===== src/core/dism_cfg.svh =====
`ifndef DISM_CFG_SVH
`define DISM_CFG_SVH

// ***********************************************
// register map
// ***********************************************
`define DISM_ADDR_W 8
`define DISM_OFS_CTRL 8'h00
`define DISM_OFS_STATUS 8'h04
`define DISM_OFS_RELAY 8'h08

// ***********************************************
// field positions and reset values
// ***********************************************
`define DISM_CTRL_SUPEN 0
`define DISM_CTRL_SEFTGL 1
`define DISM_CTRL_RESET 1'h0
`define DISM_STAT_SEF 5
`define DISM_STAT_CNTOFF 6
`define DISM_STAT_PWR 7

// ***********************************************
// input types and relay types
// ***********************************************
`define DISM_MOMENTARY_MASK 5'h1B
`define DISM_LATCH_MASK 12'hFC0

// ***********************************************
// timing
// ***********************************************
`define DISM_CLOCK_MHZ 125
`define DISM_TICK_NS 1000
`define DISM_TICK_CYCLES ((`DISM_TICK_NS * `DISM_CLOCK_MHZ) / 1000)
`define DISM_DEBOUNCE_US 1000
`define DISM_DEBOUNCE_TICKS \
	((`DISM_DEBOUNCE_US * 1000) / `DISM_TICK_NS)

`endif


===== src/core/dism_pkg.sv =====
`default_nettype none

package dism_pkg;

	// ***********************************************
	// indicator states from the control core
	// ***********************************************
	typedef struct packed {
		logic sefTarget;
		logic earthFaultTarget;
		logic target56;
		logic target34;
		logic target12;
		logic recloserMalfunction;
		logic fastTripsDisabled;
		logic reversePower;
		logic checkBattery;
		logic controlLockout;
	} dism_ind_s;

	// ***********************************************
	// key actions towards the control core
	// ***********************************************
	typedef struct packed {
		logic counterOff;
		logic batteryTestKey;
		logic resetTargetsKey;
		logic fastTripsKey;
	} dism_act_s;

	typedef logic [11:0] dism_relay_t;

endpackage

`default_nettype wire


===== src/core/dism_debounce.sv =====
`default_nettype none

module dism_debounce #(
	parameter int W = 5,
	parameter int TICKS = 1000
) (
	input wire logic clock, // system clock
	input wire logic resetn, // async reset, low
	input wire logic tick, // debounce rate enable
	input wire logic [W-1:0] rawIn, // whetted inputs
	output logic [W-1:0] level, // filtered level
	output logic [W-1:0] rise // one-cycle rising edge
);

	localparam int CW = $clog2(TICKS + 1);

	logic [W-1:0] sync1_q;
	logic [W-1:0] sync2_q;

	always_ff @(posedge clock or negedge resetn)
	begin
		if (!resetn)
		begin
			sync1_q <= '0;
			sync2_q <= '0;
		end
		else
		begin
			sync1_q <= rawIn;
			sync2_q <= sync1_q;
		end
	end

	// ***********************************************
	// per-input stability filter
	// ***********************************************
	genvar i;
	generate
		for (i = 0; i < W; i++)
		begin : g_bit
			logic [CW-1:0] cnt_q;
			always_ff @(posedge clock or negedge resetn)
			begin
				if (!resetn)
				begin
					cnt_q <= '0;
					level[i] <= 1'b0;
					rise[i] <= 1'b0;
				end
				else
				begin
					rise[i] <= 1'b0;
					if (sync2_q[i] == level[i])
						cnt_q <= '0;
					else if (tick)
					begin
						if (cnt_q == CW'(TICKS - 1))
						begin
							cnt_q <= '0;
							level[i] <= sync2_q[i];
							rise[i] <= sync2_q[i];
						end
						else
							cnt_q <= cnt_q + CW'(1);
					end
				end
			end
		end
	endgenerate

endmodule

`default_nettype wire


===== src/core/dism_relay_bank.sv =====
`default_nettype none
`include "dism_cfg.svh"

module dism_relay_bank #(
	parameter logic [11:0] LATCH_MASK = `DISM_LATCH_MASK
) (
	input wire logic clock, // system clock
	input wire logic resetn, // async reset, low
	input wire logic powerOk, // control power present
	input wire dism_pkg::dism_relay_t demand, // wanted coil states
	output dism_pkg::dism_relay_t coil // relay drive
);

	genvar i;
	generate
		for (i = 0; i < 12; i++)
		begin : g_relay
			always_ff @(posedge clock or negedge resetn)
			begin
				if (!resetn)
					coil[i] <= 1'b0;
				else if (powerOk)
					coil[i] <= demand[i];
				else if (!LATCH_MASK[i])
					coil[i] <= 1'b0;
			end
		end
	endgenerate

	// ***********************************************
	// checks
	// ***********************************************
	chk_power_loss_hold: assert property (
		@(posedge clock) disable iff (!resetn)
		!powerOk |=> coil == ($past(coil) & LATCH_MASK))
		else $error("relay state wrong after power loss");

	chk_relay_split: assert property (
		@(posedge clock) disable iff (!resetn)
		!powerOk [*2] |-> (coil & ~LATCH_MASK) == '0)
		else $error("non-latched relay held without power");

	cov_power_loss: cover property (
		@(posedge clock) disable iff (!resetn)
		powerOk ##1 !powerOk [*3] ##1 powerOk);

endmodule

`default_nettype wire


===== src/core/dism_top.sv =====
// What this block does
// - each input fixed momentary or maintained
// - input 1 pulse presses fast-trips key
// - input 2 pulse presses reset-targets key
// - input 3 held stops operation counting
// - input 4 pulse starts battery test
// - input 5 pulse toggles earth-fault blocking
// - twelve relays, six latching, six not
// - outputs 1-4,6 mirror their indicators
// - output 5 when supervisory enabled and no counter-off request
// - outputs 7-9 follow phase fault targets
// - outputs 10-11 follow earth-fault targets
// - output 12 shows earth-fault blocked
`default_nettype none
`include "dism_cfg.svh"

module dism_top #(
	parameter logic [4:0] MOMENTARY_MASK = `DISM_MOMENTARY_MASK,
	parameter int TICK_CYCLES = `DISM_TICK_CYCLES,
	parameter int DEBOUNCE_TICKS = `DISM_DEBOUNCE_TICKS
) (
	input wire logic clock, // 125 MHz clock
	input wire logic resetn, // async reset, low
	input wire logic [`DISM_ADDR_W-1:0] regAddr, // register byte address
	input wire logic [31:0] regWdata, // write data
	input wire logic regWrite, // write strobe
	input wire logic regRead, // read strobe
	output logic [31:0] regRdata, // read data, next cycle
	input wire logic [4:0] whetIn, // whetted discrete inputs
	input wire dism_pkg::dism_ind_s indicators, // panel indicators
	input wire logic [2:0] commCounterOff, // counter-off per port
	input wire logic controlPowerOk, // control power present
	output dism_pkg::dism_act_s actions, // key pulses, counter off
	output dism_pkg::dism_relay_t relayOut // relay coils
);

	// ***********************************************
	// debounce rate divider
	// ***********************************************
	localparam int DW = $clog2(TICK_CYCLES + 1);

	logic [DW-1:0] div_q;
	logic tick_q;

	always_ff @(posedge clock or negedge resetn)
	begin
		if (!resetn)
		begin
			div_q <= '0;
			tick_q <= 1'b0;
		end
		else if (div_q == DW'(TICK_CYCLES - 1))
		begin
			div_q <= '0;
			tick_q <= 1'b1;
		end
		else
		begin
			div_q <= div_q + DW'(1);
			tick_q <= 1'b0;
		end
	end

	// ***********************************************
	// input filtering
	// ***********************************************
	logic [4:0] inLevel;
	logic [4:0] inRise;
	logic [4:0] momPulse;
	logic [4:0] maintLevel;

	dism_debounce #(
		.W(5),
		.TICKS(DEBOUNCE_TICKS)
	) u_debounce (
		.clock(clock),
		.resetn(resetn),
		.tick(tick_q),
		.rawIn(whetIn),
		.level(inLevel),
		.rise(inRise)
	);

	assign momPulse = inRise & MOMENTARY_MASK;
	assign maintLevel = inLevel & ~MOMENTARY_MASK;

	// ***********************************************
	// control register
	// ***********************************************
	logic supEn_q;
	logic swSefToggle;
	logic ctrlHit;

	assign ctrlHit = regWrite && (regAddr == `DISM_OFS_CTRL);
	assign swSefToggle = ctrlHit && regWdata[`DISM_CTRL_SEFTGL];

	always_ff @(posedge clock or negedge resetn)
	begin
		if (!resetn)
			supEn_q <= `DISM_CTRL_RESET;
		else if (ctrlHit)
			supEn_q <= regWdata[`DISM_CTRL_SUPEN];
	end

	// ***********************************************
	// supervisory key actions
	// ***********************************************
	dism_pkg::dism_act_s act_d;

	always_comb
	begin
		act_d.fastTripsKey = supEn_q && momPulse[0];
		act_d.resetTargetsKey = supEn_q && momPulse[1];
		act_d.batteryTestKey = supEn_q && momPulse[3];
		act_d.counterOff = supEn_q && maintLevel[2];
	end

	always_ff @(posedge clock or negedge resetn)
	begin
		if (!resetn)
			actions <= '0;
		else
			actions <= act_d;
	end

	// ***********************************************
	// sensitive earth-fault blocking state
	// ***********************************************
	logic sefBlocked_q;
	logic supSefToggle;

	assign supSefToggle = supEn_q && momPulse[4];

	always_ff @(posedge clock or negedge resetn)
	begin
		if (!resetn)
			sefBlocked_q <= 1'b0;
		else if (supSefToggle || swSefToggle)
			sefBlocked_q <= !sefBlocked_q;
	end

	// ***********************************************
	// relay demand
	// ***********************************************
	dism_pkg::dism_relay_t demand;

	always_comb
	begin
		demand[0] = indicators.controlLockout;
		demand[1] = indicators.checkBattery;
		demand[2] = indicators.reversePower;
		demand[3] = indicators.fastTripsDisabled;
		demand[4] = supEn_q && (commCounterOff == 3'h0);
		demand[5] = indicators.recloserMalfunction;
		demand[6] = indicators.target12;
		demand[7] = indicators.target34;
		demand[8] = indicators.target56;
		demand[9] = indicators.earthFaultTarget;
		demand[10] = indicators.sefTarget;
		demand[11] = sefBlocked_q;
	end

	dism_relay_bank #(
		.LATCH_MASK(`DISM_LATCH_MASK)
	) u_relays (
		.clock(clock),
		.resetn(resetn),
		.powerOk(controlPowerOk),
		.demand(demand),
		.coil(relayOut)
	);

	// ***********************************************
	// register read
	// ***********************************************
	always_ff @(posedge clock or negedge resetn)
	begin
		if (!resetn)
			regRdata <= 32'h0;
		else if (!regRead)
			regRdata <= 32'h0;
		else if (regAddr == `DISM_OFS_CTRL)
			regRdata <= {31'h0, supEn_q};
		else if (regAddr == `DISM_OFS_STATUS)
			regRdata <= {24'h0, controlPowerOk, actions.counterOff,
				sefBlocked_q, inLevel};
		else if (regAddr == `DISM_OFS_RELAY)
			regRdata <= {20'h0, relayOut};
		else
			regRdata <= 32'h0;
	end

	// ***********************************************
	// checks
	// ***********************************************
	chk_fast_key_issue: assert property (
		@(posedge clock) disable iff (!resetn)
		inRise[0] && supEn_q |=> actions.fastTripsKey)
		else $error("fast trips key not issued");

	chk_reset_key_gate: assert property (
		@(posedge clock) disable iff (!resetn)
		actions.resetTargetsKey |-> $past(inRise[1] && supEn_q))
		else $error("reset targets key without enabled pulse");

	chk_counter_off_level: assert property (
		@(posedge clock) disable iff (!resetn)
		inLevel[2] && supEn_q ##1 inLevel[2] && supEn_q
			|-> actions.counterOff)
		else $error("counter not held off");

	chk_battery_key_gate: assert property (
		@(posedge clock) disable iff (!resetn)
		!supEn_q |=> !actions.batteryTestKey)
		else $error("battery test issued while disabled");

	chk_sef_toggle: assert property (
		@(posedge clock) disable iff (!resetn)
		inRise[4] && supEn_q && !swSefToggle
			|=> sefBlocked_q != $past(sefBlocked_q))
		else $error("earth-fault blocking did not toggle");

	chk_single_action: assert property (
		@(posedge clock) disable iff (!resetn)
		actions.fastTripsKey |=> !actions.fastTripsKey)
		else $error("key pulse longer than one cycle");

	chk_lockout_mirror: assert property (
		@(posedge clock) disable iff (!resetn)
		controlPowerOk |=> relayOut[0] == $past(indicators.controlLockout))
		else $error("lockout relay not mirroring");

	chk_counter_relay: assert property (
		@(posedge clock) disable iff (!resetn)
		controlPowerOk && (commCounterOff != 3'h0) |=> !relayOut[4])
		else $error("counter relay on with counter-off request");

	chk_target_relays: assert property (
		@(posedge clock) disable iff (!resetn)
		controlPowerOk |=> relayOut[8:6] == $past({indicators.target56,
			indicators.target34, indicators.target12}))
		else $error("phase target relays wrong");

	chk_earth_targets: assert property (
		@(posedge clock) disable iff (!resetn)
		controlPowerOk |=> relayOut[10:9] == $past({indicators.sefTarget,
			indicators.earthFaultTarget}))
		else $error("earth-fault target relays wrong");

	chk_sef_relay: assert property (
		@(posedge clock) disable iff (!resetn)
		controlPowerOk |=> relayOut[11] == $past(sefBlocked_q))
		else $error("blocked relay not following state");

	chk_counter_off_gate: assert property (
		@(posedge clock) disable iff (!resetn)
		!supEn_q |=> !actions.counterOff)
		else $error("counter held off while disabled");

	chk_fast_key_gate: assert property (
		@(posedge clock) disable iff (!resetn)
		!supEn_q |=> !actions.fastTripsKey)
		else $error("fast trips key issued while disabled");

	chk_sef_hold: assert property (
		@(posedge clock) disable iff (!resetn)
		!(inRise[4] && supEn_q) && !swSefToggle
			|=> $stable(sefBlocked_q))
		else $error("earth-fault blocking changed unprompted");

	chk_input_type: assert property (
		@(posedge clock) disable iff (!resetn)
		actions.counterOff |-> $past(inLevel[2]))
		else $error("counter off without held input level");

	chk_other_mirrors: assert property (
		@(posedge clock) disable iff (!resetn)
		controlPowerOk |=> {relayOut[5], relayOut[3:1]} == $past({
			indicators.recloserMalfunction, indicators.fastTripsDisabled,
			indicators.reversePower, indicators.checkBattery}))
		else $error("indicator relays not mirroring");

	cov_fast_key: cover property (
		@(posedge clock) disable iff (!resetn)
		actions.fastTripsKey);

	cov_sef_toggle: cover property (
		@(posedge clock) disable iff (!resetn)
		!sefBlocked_q ##1 sefBlocked_q);

	cov_ignored_pulse: cover property (
		@(posedge clock) disable iff (!resetn)
		inRise[1] && !supEn_q);

endmodule

`default_nettype wire


===== config.mk =====
export PLATFORM = sky130hd
export DESIGN_NAME = dism_top
export DESIGN_NICKNAME = d
export VERILOG_FILES = /design/src/core/dism_pkg.sv /design/src/core/dism_debounce.sv /design/src/core/dism_relay_bank.sv /design/src/core/dism_top.sv
export VERILOG_INCLUDE_DIRS = /design/src /design/src/core
export SDC_FILE = /design/constraint.sdc
export NUM_CORES = 1
export LEC_CHECK = 0
export BUFFER_PORTS_ARGS = -buffer_cell sky130_fd_sc_hd__buf_2
export CAP_MARGIN = 20
export CELL_PAD_IN_SITES_DETAIL_PLACEMENT = 1
export CELL_PAD_IN_SITES_GLOBAL_PLACEMENT = 2
export CORE_MARGIN = 2
export CORE_UTILIZATION = 31
export CTS_BUF_LIST = sky130_fd_sc_hd__clkbuf_8 sky130_fd_sc_hd__clkbuf_16
export DETAILED_ROUTE_END_ITERATION = 12
export PLACE_DENSITY_LB_ADDON = 0.12
export SYNTH_ARGS = -nofsm -noshare
export SYNTH_HDL_FRONTEND = slang
export SYNTH_SLANG_ARGS = --single-unit

===== constraint.sdc =====
create_clock -name clock -period 1.86 [get_ports clock]
set_input_delay 0.372 -clock clock [delete_from_list [all_inputs] [get_ports clock]]
set_output_delay 0.372 -clock clock [all_outputs]
set_load 0.02 [all_outputs]

==> impl_metrics.csv <==
group,metric,value,unit
yosys,synthTopCellsByArea,"dfrtp_1 (53%), nand2_1 (3.3%), buf_4 (3.0%)",
critical_path,crit_path_top_delay_cell,"or4b_1",
routing,drt_iter0_drc,179,
critical_path,timing.rr.start,"u_debounce.g_bit[0].cnt_q[1]",
status,violations,"hold timing",
layout,fin_util,0.379,
global_routing,grt_pass1_vias,4041,
floorplan,die_area,0.0173,sq mm
timing,hold_violations,1,
floorplan,row_count,46,
clock_network,h-tree-depth,3,
place,pre_cts_ws,0.0632,ns
timing,hold_ws,-0.00543,ns
critical_path,r2r_cells,5,
pwr,p_switching,1.11,mW
global_routing,grt_start_max_net_pins,65,
layout,postLayoutCellArea,0.00601,sq mm
layout,fin_nets,639,
place,dpl_cell_area,0.00574,sq mm
critical_path,worstPathRequired,2.10,ns
critical_path,worstSetupEndpointType,"register",
pwr,power.share.combinational,0.061,
yosys,synth_area_leader_cell,"dfrtp_1",
timing,maxSlewHeadroom,0.474,
critical_path,cp.arrival,2.03,ns
pwr,clkPwrFrac,0.408,
pwr,swShare,0.248,
clock_network,cts_tree,"built",
routing,antenna_left,0,
clock_network,path_clk_slew,0.08,ns
yosys,avgSynthCellArea,10.4,sq um
critical_path,cp.buffers_inverters,0,
status,outcome,"complete, but fails checks",
timing,setup_ws,0.0698,ns
timing,setup_viol,0,
clock_network,clkSinkCount,107,
critical_path,crit_type,"reg -> reg",
place,dp_hpwl,8690,um
layout,final_layout_size_suffix_gt1_frac,0.211,
yosys,synthDistinctLibCells,58,
yosys,synth_top_area_frac,0.532,
critical_path,r2r-end,"u_debounce.level[0]",
hold_path,hold_path.class,"in -> async",
timing,clock-skew-final,0.0103,ns
yosys,synth-seq-cells,107,
timing,post-route-min-period,1.79,ns
run,maxCapViolCount,0,
clock_network,numCtsBuffers,9,
layout,fin_cells,790,
critical_path,path_max_fanout,2,
critical_path,crit_family,"simple AND/OR/NAND/NOR gates",
floorplan,die_w,131,um
yosys,synthCells,482,
pwr,power_density,744,mW/mm^2
floorplan,die_height,131,um
floorplan,io_pins,111,
pwr,power,4.47,mW
critical_path,path_cells,"ha_2 > nand2_1 > or4b_1 > or2_1 > mux2_4",
timing,fin_crit_sh,0.962,
global_routing,antenna_found_initial,0,
routing,wl,12200,um
place,place_congestion,0.788,
global_routing,grt_pass1_wl,20800,um
timing,worst_slew_pin_slew,0.787,ns
yosys,synth-edff-count,0,
timing,finalMaxSlewViolations,0,
yosys,yosys_warnings,0,
clock_network,clock_latency,0.35,ns
yosys,netlist_area,0.00503,sq mm
global_routing,overflow,0,
clock_network,clockBufferDepth,2,
critical_path,startpoint_type,"register",
global_routing,grt_use_total,0.148,
critical_path,critPathMaxStageDelay,0.49,ns
clock_network,cts_root_buf,"clkbuf_16",
yosys,yosysSeqAreaShare,0.532,
clock_network,hold_buffers,0,
pwr,pwr-share-seq,0.531,
routing,drt_first_pass_iters,4,
timing,grt_setup_unrepaired,"no",
routing,wl_per_cell,15.4,um
yosys,async_flop_share,1.00,
layout,syn2layout_area_growth,19.6,%
layout,diodes,0,
pwr,peakVddDrop,0.420,mV
critical_path,r2r_slack,0.07,ns
routing,drcViolationCount,0,
timing,tns,0,ns
floorplan,initial_core_util,0.317,
place,port_buffers,60,
pwr,intPower,3.36,mW
clock_network,postCtsSetupBuffers,0,
clock_network,cts-resized-gates,0,
pwr,leakagePower,2.81,nW
floorplan,core,0.0159,sq mm
timing,fmax,559,MHz
place,place_inst,774,
routing,vias,3879,
yosys,synth-main-ff-cell,"dfrtp_1",
routing,via_per_inst,4.91,
## layout make-up
cell class	count	area [sq um]
clock buffer	9	225
sequential	107	2680
tap	216	270
timing repair buffer	90	566
inverter	6	22.5
fill	1811	9870
clock inverter	7	51.3
multi-input combinational	355	2200
## power by group through the flow
| stage | Sequential [mW] | Combinational (mW) | Clock [mW] |
|---|---|---|---|
| floorplan | 2.44 | 0.137 | 0 |
| global placement | 2.42 | 0.278 | 0 |
| detailed placement | 2.42 | 0.280 | 0 |
| CTS | 2.38 | 0.281 | 1.91 |
| global route | 2.38 | 0.302 | 1.99 |
| finish | 2.38 | 0.273 | 1.83 |
## synthesized netlist by cell type, types with 12 or more instances
master	count
nand4_1	13
a21oi_1	20
nand2_1	44
dfrtp_1	107
xor2_1	12
nor2_1	35
nand3_1	23
and3_1	21
and2_1	21
buf_4	20
## worst register-to-register path: stages (launching register included)
cell and delay, ns:
dfrtp_1 0.36, ha_2 0.18, nand2_1 0.08, or4b_1 0.49, or2_1 0.26, mux2_4 0.31
## cells by family after synthesis
family                     count (synthesis)  share of synthesized area
muxes                                     13                     0.0296
and+or+nand+nor                          208                      0.221
other                                      1                   0.000746
AOI/OAI and AO/OA                         86                      0.118
buffers and inverters                     39                     0.0445
adders and majority gates                  7                     0.0174
xor gates and xnor gates                  21                     0.0366
DFF                                      107                      0.532
## metal layers
metal | share of wire | vias up | track usage | wire, um
met5 | 0 | - | 0 | 0
met3 | 0.032 | 5 | 0.0405 | 388
met2 | 0.49 | 46 | 0.252 | 6000
li1 | - | 1877 | - | -
met4 | 0.0085 | 0 | 0.0308 | 104
met1 | 0.47 | 1951 | 0.189 | 5690
## cells in the final DEF (no fill, tap or decap), drive strengths merged, types with 12 or more instances in the layout
| cell | instances |
|---|---|
| nand2 | 44 |
| xor2 | 12 |
| conb | 20 |
| dfrtp | 107 |
| nand3 | 23 |
| nand4 | 13 |
| o21ai | 12 |
| and3 | 21 |
| nor2 | 35 |
| and2 | 21 |
| mux2 | 12 |
| a21oi | 20 |
| buf | 90 |
## sequential cells by signal (all words and copies together), names as in the netlist
| register | cells |
|---|---|
| supEn_q | 1 |
| u_debounce.rise | 4 |
| u_debounce.sync1_q | 5 |
| regRdata | 12 |
| u_debounce.sync2_q | 5 |
| tick_q | 1 |
| u_relays.coil | 12 |
| u_debounce.g_bit.cnt_q | 50 |
| sefBlocked_q | 1 |
| actions | 4 |
| u_debounce.level | 5 |
| div_q | 7 |
## worst max path at each step
| stage | start | to | slack (ns) | depth (start not counted) |
|---|---|---|---|---|
| floorplan | u_debounce.g_bit[0].cnt_q[0] | u_debounce.level[0] | -0.06 | 6 |
| global placement | regAddr[5] | supEn_q | 0.08 | 6 |
| detailed placement | regAddr[5] | supEn_q | 0.06 | 6 |
| CTS | u_debounce.g_bit[0].cnt_q[1] | u_debounce.level[0] | 0.06 | 5 |
| global route | u_debounce.g_bit[0].cnt_q[0] | u_debounce.level[0] | 0.004 | 5 |
| finish | u_debounce.g_bit[0].cnt_q[1] | u_debounce.level[0] | 0.07 | 5 |
Note: power is estimated with default switching activity, not from simulation.
